### src/rtl/gfx_cap_pkg.sv
// Constants and carrier types for the graphics port capability registers
package gfx_cap_pkg;

  // Configuration offsets (byte addresses)
  localparam logic [7:0] CAP_ID_OFFSET = 8'hA0;
  localparam logic [7:0] PORT_STATUS_OFFSET = 8'hA4;
  localparam logic [7:0] PORT_COMMAND_OFFSET = 8'hA8;

  // Reset values
  localparam logic [31:0] CAP_ID_RESET = 32'h0010_0002;
  localparam logic [31:0] PORT_STATUS_RESET = 32'h1F00_0203;
  localparam logic [31:0] PORT_COMMAND_RESET = 32'h0000_0000;

  // Capability identifier fields
  localparam int CAP_MAJOR_LSB = 20;
  localparam int CAP_MINOR_LSB = 16;
  localparam int CAP_NEXT_LSB = 8;
  localparam int CAP_CODE_LSB = 0;
  localparam logic [3:0] CAP_MAJOR_REV = 4'h1;
  localparam logic [3:0] CAP_MINOR_REV = 4'h0;
  localparam logic [7:0] CAP_NEXT_PTR = 8'h00;
  localparam logic [7:0] CAP_CODE = 8'h02;

  // Status fields
  localparam int STAT_DEPTH_LSB = 24;
  localparam int STAT_SIDEBAND_BIT = 9;
  localparam int STAT_RATE_LSB = 0;
  localparam logic [7:0] STAT_DEPTH_RESET = 8'h1F;
  localparam logic [1:0] STAT_RATES = 2'h3;

  // Command fields steering the port
  localparam int CMD_SIDEBAND_EN_BIT = 9;
  localparam int CMD_PORT_EN_BIT = 8;
  localparam int CMD_RATE_LSB = 0;

  // Queue depth selections and their depth-minus-one codes
  localparam logic [2:0] DEPTH_SEL_32 = 3'h0;
  localparam logic [2:0] DEPTH_SEL_16 = 3'h1;
  localparam logic [2:0] DEPTH_SEL_8 = 3'h2;
  localparam logic [2:0] DEPTH_SEL_4 = 3'h3;
  localparam logic [2:0] DEPTH_SEL_2 = 3'h4;
  localparam logic [2:0] DEPTH_SEL_1 = 3'h5;
  localparam logic [5:0] DEPTH_CODE_32 = 6'h1F;
  localparam logic [5:0] DEPTH_CODE_16 = 6'h0F;
  localparam logic [5:0] DEPTH_CODE_8 = 6'h07;
  localparam logic [5:0] DEPTH_CODE_4 = 6'h03;
  localparam logic [5:0] DEPTH_CODE_2 = 6'h01;
  localparam logic [5:0] DEPTH_CODE_1 = 6'h00;

  // One configuration access
  typedef struct packed {
    logic rd;
    logic wr;
    logic [7:0] addr;
    logic [3:0] be;
    logic [31:0] wdata;
  } cfg_req_t;

  // Read answer
  typedef struct packed {
    logic ack;
    logic [31:0] rdata;
  } cfg_rsp_t;

endpackage

### src/rtl/gfx_queue_depth.sv
// Registered mapping of queue depth selection to reported depth code
`timescale 1ns/1ps
`default_nettype none
module gfx_queue_depth
  import gfx_cap_pkg::*;
(
  input wire logic i_clk,
  input wire logic i_rst,
  input wire logic [2:0] i_depth_sel,
  output logic [7:0] o_depth
);

  logic [7:0] depth_ff;
  logic [7:0] nxt_depth;

  // Only six discrete depths exist; other codes fall back to 32
  always_comb
  begin
    nxt_depth = 8'h00;
    case (i_depth_sel)
      DEPTH_SEL_32: nxt_depth[5:0] = DEPTH_CODE_32;
      DEPTH_SEL_16: nxt_depth[5:0] = DEPTH_CODE_16;
      DEPTH_SEL_8: nxt_depth[5:0] = DEPTH_CODE_8;
      DEPTH_SEL_4: nxt_depth[5:0] = DEPTH_CODE_4;
      DEPTH_SEL_2: nxt_depth[5:0] = DEPTH_CODE_2;
      DEPTH_SEL_1: nxt_depth[5:0] = DEPTH_CODE_1;
      default: nxt_depth[5:0] = DEPTH_CODE_32;
    endcase
  end

  // Depth register, upper two bits stay zero
  always_ff @(posedge i_clk)
  begin
    if (i_rst)
      depth_ff <= STAT_DEPTH_RESET;
    else
      depth_ff <= nxt_depth;
  end

  assign o_depth = depth_ff;

endmodule
`default_nettype wire

### src/rtl/gfx_cap_regs.sv
// Graphics port capability, status and command registers in config space
// Functional notes
// - Read-only capability identifier at A0, 00100002
// - Identifier bits 23:20 read major revision 1
// - Identifier bits 19:16 read minor revision 0
// - Identifier bits 15:8 zero, list ends here
// - Identifier bits 7:0 hold capability code
// - Status register at A4, resets 1F000203
// - Status 31:24 mirror programmed queue depth
// - Depth limited to 32,16,8,4,2,1 requests
// - Status bit 9 reads one, sideband
// - Status bits 1:0 read 11, both rates
// - Read/write command register at A8, resets zero
`timescale 1ns/1ps
`default_nettype none
module gfx_cap_regs
  import gfx_cap_pkg::*;
(
  input wire logic i_clk,
  input wire logic i_rst,
  input wire cfg_req_t i_cfg_req,
  input wire logic [2:0] i_depth_sel,
  output cfg_rsp_t o_cfg_rsp,
  output logic o_sideband_en,
  output logic o_port_en,
  output logic [1:0] o_rate_sel
);

  // Word decode of a configuration byte address
  function automatic logic hit(input logic [7:0] addr, input logic [7:0] offs);
    hit = (addr[7:2] == offs[7:2]);
  endfunction

  // Byte-enable merge of write data into an old value
  function automatic logic [31:0] merge(input logic [31:0] old_val,
                                        input logic [31:0] new_val,
                                        input logic [3:0] be);
    logic [31:0] res;
    res = old_val;
    for (int i = 0; i < 4; i++)
    begin
      if (be[i])
        res[i*8 +: 8] = new_val[i*8 +: 8];
    end
    merge = res;
  endfunction

  logic [7:0] depth;
  logic [31:0] cap_id_val;
  logic [31:0] status_val;
  logic [31:0] command_ff;
  logic [31:0] nxt_command;
  logic rsp_ack_ff;
  logic nxt_rsp_ack;
  logic [31:0] rsp_data_ff;
  logic [31:0] nxt_rsp_data;
  logic sideband_en_ff;
  logic port_en_ff;
  logic [1:0] rate_sel_ff;
  logic nxt_sideband_en;
  logic nxt_port_en;
  logic [1:0] nxt_rate_sel;

  // Queue depth mirror of the control selection
  gfx_queue_depth u_depth (
    .i_clk(i_clk),
    .i_rst(i_rst),
    .i_depth_sel(i_depth_sel),
    .o_depth(depth)
  );

  // Hardwired identifier, no storage so writes cannot reach it
  always_comb
  begin
    cap_id_val = 32'h0000_0000;
    cap_id_val[CAP_MAJOR_LSB +: 4] = CAP_MAJOR_REV;
    cap_id_val[CAP_MINOR_LSB +: 4] = CAP_MINOR_REV;
    cap_id_val[CAP_NEXT_LSB +: 8] = CAP_NEXT_PTR;
    cap_id_val[CAP_CODE_LSB +: 8] = CAP_CODE;
  end

  // Status word: depth mirror plus hardwired capabilities
  always_comb
  begin
    status_val = 32'h0000_0000;
    status_val[STAT_DEPTH_LSB +: 8] = depth;
    status_val[STAT_SIDEBAND_BIT] = 1'b1;
    status_val[STAT_RATE_LSB +: 2] = STAT_RATES;
  end

  // Command register next value and its decoded controls
  always_comb
  begin
    nxt_command = command_ff;
    if (i_cfg_req.wr && hit(i_cfg_req.addr, PORT_COMMAND_OFFSET))
      nxt_command = merge(command_ff, i_cfg_req.wdata, i_cfg_req.be);
    nxt_sideband_en = nxt_command[CMD_SIDEBAND_EN_BIT];
    nxt_port_en = nxt_command[CMD_PORT_EN_BIT];
    nxt_rate_sel = nxt_command[CMD_RATE_LSB +: 2];
  end

  // Command register and control outputs
  always_ff @(posedge i_clk)
  begin
    if (i_rst)
    begin
      command_ff <= PORT_COMMAND_RESET;
      sideband_en_ff <= 1'b0;
      port_en_ff <= 1'b0;
      rate_sel_ff <= 2'h0;
    end
    else
    begin
      command_ff <= nxt_command;
      sideband_en_ff <= nxt_sideband_en;
      port_en_ff <= nxt_port_en;
      rate_sel_ff <= nxt_rate_sel;
    end
  end

  // Read mux, unmapped addresses answer zero
  always_comb
  begin
    nxt_rsp_ack = i_cfg_req.rd || i_cfg_req.wr;
    nxt_rsp_data = 32'h0000_0000;
    if (i_cfg_req.rd)
    begin
      if (hit(i_cfg_req.addr, CAP_ID_OFFSET))
        nxt_rsp_data = cap_id_val;
      else if (hit(i_cfg_req.addr, PORT_STATUS_OFFSET))
        nxt_rsp_data = status_val;
      else if (hit(i_cfg_req.addr, PORT_COMMAND_OFFSET))
        nxt_rsp_data = command_ff;
    end
  end

  // Answer register, one cycle after the request
  always_ff @(posedge i_clk)
  begin
    if (i_rst)
    begin
      rsp_ack_ff <= 1'b0;
      rsp_data_ff <= 32'h0000_0000;
    end
    else
    begin
      rsp_ack_ff <= nxt_rsp_ack;
      rsp_data_ff <= nxt_rsp_data;
    end
  end

  assign o_cfg_rsp = {rsp_ack_ff, rsp_data_ff}; // Both fields straight from flip-flops
  assign o_sideband_en = sideband_en_ff;
  assign o_port_en = port_en_ff;
  assign o_rate_sel = rate_sel_ff;
endmodule
`default_nettype wire

### config.mk
export PLATFORM = sky130hd
export DESIGN_NAME = gfx_cap_regs
export DESIGN_NICKNAME = d
export VERILOG_FILES = /design/src/rtl/gfx_cap_pkg.sv /design/src/rtl/gfx_queue_depth.sv /design/src/rtl/gfx_cap_regs.sv
export SDC_FILE = /design/constraint.sdc
export NUM_CORES = 1
export LEC_CHECK = 0
export BUFFER_PORTS_ARGS = -buffer_cell sky130_fd_sc_hd__buf_4
export CAP_MARGIN = 0
export CORE_MARGIN = 2
export CORE_UTILIZATION = 53
export CTS_CLUSTER_DIAMETER = 50
export DETAILED_ROUTE_END_ITERATION = 6
export PLACE_DENSITY_LB_ADDON = 0.12
export RECOVER_POWER = 100
export REMOVE_ABC_BUFFERS = 1
export SETUP_SLACK_MARGIN = 0.5
export SLEW_MARGIN = 20
export SYNTH_ARGS = -nofsm -noshare
export SYNTH_HDL_FRONTEND = slang
export SYNTH_SLANG_ARGS = --single-unit
export TNS_END_PERCENT = 30
### constraint.sdc
create_clock -name i_clk -period 2.39 [get_ports i_clk]
set_clock_uncertainty 0.2 [all_clocks]
set_input_delay 0.3585 -clock i_clk [delete_from_list [all_inputs] [get_ports i_clk]]
set_output_delay 0.3585 -clock i_clk [all_outputs]
set_load 0.05 [all_outputs]
After elaboration in Yosys (flattened, before gate mapping)
Cells that the tools add are included.
Widths: inputs -> output; s select.

word-level totals
  input port bits = 51
  bits in latches = 0
  memories = 0
  bits in read-only memories = 0
  bits in registers = 77
  word-level logic and storage cells = 40
  output and inout bits = 37
  memory bits (writable) = 0

operators by class
  $mul = 0
  bitwise logic cells = 2
  shift operators = 0
  add/subtract/negate cells = 0
  multiplexer cells = 7
  equality and inequality tests = 8
  reductions and logical operators = 9
  div/mod/pow operators = 0
  $lt $le $gt $ge = 0

operator list
  kind                count
  $mux 32             2
  $pmux 5 s5          1
  $mux 21             1
  $eq 6x6->1 const B  3
  $mux 10             1
  $mux 8              1
  $reduce_and 2->1    4
  $eq 3x2->1 const B  2
  $eq 3x3->1 const B  2
  $reduce_or 5->1     1
  $eq 3x1->1 const B  1
  $reduce_or 3->1     1
  $mux 2              1
  $not 1->1           2
  $reduce_or 2->1     1
  $logic_and 1x1->1   1
  $logic_or 1x1->1    1

Longest topological paths before layout
  depth after elaboration = 4
  gate-level depth with buffers = 5
  mapped depth without buffers = 5

Hierarchy
From an unflattened synthesis, not the netlist that was laid out.

unflattened totals
  cell total of the unflattened synthesis = 255
  area, all modules = 2,620.0 µm²

modules (own cells, without submodules)
  module           area an instance (µm²)  instances  seq. area each (µm²)  cells an instance
  gfx_cap_regs     2,436.1                 1          1,301.2               237
  gfx_queue_depth  183.9                   1          100.1                 18

Worst setup path before layout
Ideal clock, no wire load.

  path kind = input-to-reg
  start point = in i_cfg_req[42] (netlist bit)
  end point = reg command_ff[0]
  cell stages on the path = 5
  path slack = 819 ps
  arrival time = 1,299 ps
  data required time = 2,118 ps
  path through = and4bb_1 > buf_4 > and4_1 > buf_6 > mux2i_1

on the way
  longest elaborated chain between the ends = 3

ends and longest elaborated chain
  item                  line                 text
  from (decl)           gfx_cap_regs.sv:21   input wire cfg_req_t i_cfg_req,
  $eq 6x6->1            gfx_cap_regs.sv:31   hit = (addr[7:2] == offs[7:2]);
  $logic_and 1x1->1     gfx_cap_regs.sv:95   if (i_cfg_req.wr && hit(i_cfg_req.addr, PORT_COMMAND_OFFSET))
  $mux 10               gfx_cap_regs.sv:95
  to (signal assigned)  gfx_cap_regs.sv:114  command_ff <= nxt_command;
  to (decl)             gfx_cap_regs.sv:51   logic [31:0] command_ff;

Every way passes these cells.
A chain may end at the register's enable or synchronous reset.

Worst setup path after layout
  start point = in i_rst
  end point = reg rsp_data_ff[14]

on the way
  longest elaborated chain between the ends = 1

ends and longest elaborated chain
  item                       line                 text
  from (decl)                gfx_cap_regs.sv:20   input wire logic i_rst,
  $reduce_or 5->1 (no line)  n/a
  to (signal assigned)       gfx_cap_regs.sv:148  rsp_data_ff <= nxt_rsp_data;
  to (decl)                  gfx_cap_regs.sv:55   logic [31:0] rsp_data_ff;

Every way passes these cells.

==> impl_metrics.py <==
metrics = {
    "final_layout": {
        "fin_cells": 404,
        "final_nets": 384,
        "syn2layout_area_growth_pct": 28.6,
        "final_cell_mix": "70 x dfxtp_1, 49 x nand2b_1, 48 x buf_4",
        "antennaDiodeCount": 0,
        "drive_gt1_share_pct": 19.9,
        "final_common_cell": "dfxtp_1",
    },
    "critical_path": {
        "reg2reg_depth": 2,
        "required_ns": 2.47,
        "worst-path-buf-inv": 2,
        "cp-start-kind": "input pin",
        "path_class": "input pin to register",
        "cp_slowest_cell": "clkbuf_2",
        "end_kind": "register",
        "path_depth": 4,
        "crit_path_end": "rsp_data_ff[14]",
        "critPathArrivalTime_ns": 1.88,
        "crit_family": "buffers and inverters",
        "path_cells": "clkbuf_2 -> and4b_1 -> clkbuf_1 -> and2_0",
        "critPathMaxStageDelay_ns": 0.49,
        "startpoint": "i_rst",
        "worstPathMaxFanout": 61,
        "reg2reg_to": "rsp_data_ff[24]",
        "r2r_setup_slack_ns": 1.52,
        "r2r_start": "command_ff[24]",
    },
    "timing": {
        "tns_ns": 0,
        "fmax_mhz": 555,
        "period_share_pct": 75.4,
        "setup_viol": 0,
        "rsz0062_at_grt": "false",
        "maxSlewViolCount": 0,
        "final-hold-violation-count": 0,
        "slew_headroom_pct": 41.0,
        "min_period_ns": 1.80,
        "worstMarginPinSlew_ns": 0.886,
        "worst_slack_ns": 0.589,
    },
    "place": {
        "place_hpwl_um": 3400,
        "dpl.cell_count": 388,
        "globalplace.congestion": 0.717,
        "port_buffers": 85,
        "place_ws_ns": 0.451,
    },
    "cts": {
        "cts_max_path_buffers": 2,
        "clk_latency_ns": 0.34,
        "ctsHoldBuffers": 0,
        "path_clk_slew_ns": 0.07,
        "post_cts_buffers": 0,
        "cts_sinks": 70,
        "cts_tree": "yes",
        "cts_root_buffer": "clkbuf_8",
        "cts_resized": 0,
        "htree_levels": 3,
        "cts_buffers": 9,
    },
    "power": {
        "ir_drop_v": 0.000417,
        "powerDensity_nw_per_um2": 741,
        "p_leak_nw": 1.29,
    },
    "routing": {
        "wirelength_um": 5090,
        "vias": 1940,
        "drtPass1Iterations": 4,
        "wl_per_cell_um": 12.6,
        "drc_errors": 0,
        "vias_per_cell": 4.80,
        "final_antenna_net_count": 0,
        "drt_iter0_markers": 65,
    },
    "global_routing": {
        "antenna_found_initial": 0,
        "grt_pass1_wl_um": 8270,
        "grt_pass1_vias": 1913,
        "overflow": 0,
        "grt_max_degree": 62,
        "grt_usage_pct": 20.3,
    },
    "synthesis": {
        "ys_ff_latch": 70,
        "synthMuxAreaShare_pct": 9.27,
        "synth_edf_count": 0,
        "synth_fa_ha_area_share_pct": 0.483,
        "synth_xor_area_share_pct": 0.338,
        "synthFlopType": "dfxtp_1",
        "yosysUniqueCellTypes": 31,
        "syn_area_um2": 2590,
        "yosys_warnings": 0,
        "synthSimpleGateAreaFrac_pct": 25.9,
        "ys_seq_area_share_pct": 54.1,
        "synth.avg_cell_area_um2": 10.4,
        "synth_cells": 250,
        "async_flop_share_pct": 0,
        "synth_compound_area_share_pct": 5.75,
        "synth_top_family_by_area": "simple AND/OR/NAND/NOR gates",
    },
    "floorplan": {
        "initial_core_util_pct": 54.9,
        "die_area_um2": 5460,
        "die_w_um": 73.9,
        "io_pins": 88,
        "dieHeight_um": 73.9,
        "rows": 25,
        "core_area_um2": 4720,
    },
    "outcome": {
        "status": "complete, no violations",
    },
    "worst_hold_path": {
        "hold-path-cell-count": 2,
        "hold_path_class": "input pin to register",
    },
    "job": {
        "maxCapViolCount": 0,
    },
}
## worst min-delay path by stage
stage,startpoint,endpoint,slack (ns)
2_1_floorplan,command_ff[29],rsp_data_ff[29],0.22
3_3_place_gp,command_ff[29],rsp_data_ff[29],0.23
3_5_place_dp,command_ff[10],rsp_data_ff[10],0.24
4_1_cts,i_cfg_req[38],rsp_data_ff[20],0.01
5_1_grt,i_cfg_req[45],rsp_ack_ff,0.04
6_report,i_cfg_req[39],rsp_data_ff[1],0.04
## area by class of cell
cell class / count / area (um^2)
timing repair buffer: 89 / 515
clock inverter: 6 / 109
multi-input combinational: 160 / 1080
tap: 67 / 83.8
clock buffer: 10 / 138
fill: 414 / 1390
inverter: 2 / 7.51
sequential: 70 / 1400
## cells by family (layout without fill, tap and decap cells)
family                   count (synthesis)  in the layout
AO/OA/AOI/OAI                           26             26
XOR/XNOR                                 1              1
adder cells (fa/ha/maj)                  1              1
buffers and inverters                   20            107
flip-flops                              70             70
multiplexers                            24             24
AND/OR/NAND/NOR                        108            108
## where the power goes
group          switching (W)  total, W  internal [W]
clock               0.000431   0.00115      0.000719
sequential        0.00000257   0.00118       0.00118
combinational      0.0000598  0.000142     0.0000827
total               0.000493   0.00247       0.00198
## sequential cells by signal, indices dropped and copies added (netlist names)
signal,count
rsp_ack_ff,1
u_depth.o_depth,5
rsp_data_ff,32
command_ff,32
## per-layer routing
metal / vias up / routed length, um / global-route usage [%]
met5: - / 0 / 0
met4: 0 / 121 / 11.9
met3: 8 / 321 / 5.76
met2: 61 / 2440 / 32.3
met1: 883 / 2200 / 24.3
li1: 988 / - / -
## worst register-to-register path: cells and delay by family (launching register included)
family,cells,cell delay (ns)
flip-flops,1,0.32
AO/OA/AOI/OAI,1,0.17
AND/OR/NAND/NOR,1,0.05
## stage by stage
stage / total power, W / utilization (%) / area, um^2 / hold WS [ns]
5_1_grt: 0.00256 / 70.5 / 3330 / 0.0393
3_3_place_gp: 0.00135 / 68.6 / 3240 / 0.233
6_report: 0.00247 / 70.5 / 3330 / 0.0359
3_5_place_dp: 0.00135 / 68.6 / 3240 / 0.239
2_1_floorplan: 0.00126 / - / 2490 / 0.223
4_1_cts: 0.00249 / 73.9 / 3490 / 0.0133
## cell usage after synthesis (2+ instances only)
cell type	count	share of area [%]
dfxtp_1	70	54
nand2b_1	49	12
mux2i_1	24	9.3
and2_1	23	5.6
a21oi_1	11	2.1
nor2_1	11	1.6
clkbuf_1	8	1.2
nand3_1	8	1.5
o21ai_0	8	1.5
buf_4	6	1.7
a22oi_1	5	1.4
and4_1	3	1.0
nor2b_1	3	0.72
and4b_1	2	0.77
clkbuf_2	2	0.39
inv_1	2	0.29
No activity file was read; power rests on OpenSTA's default activity.
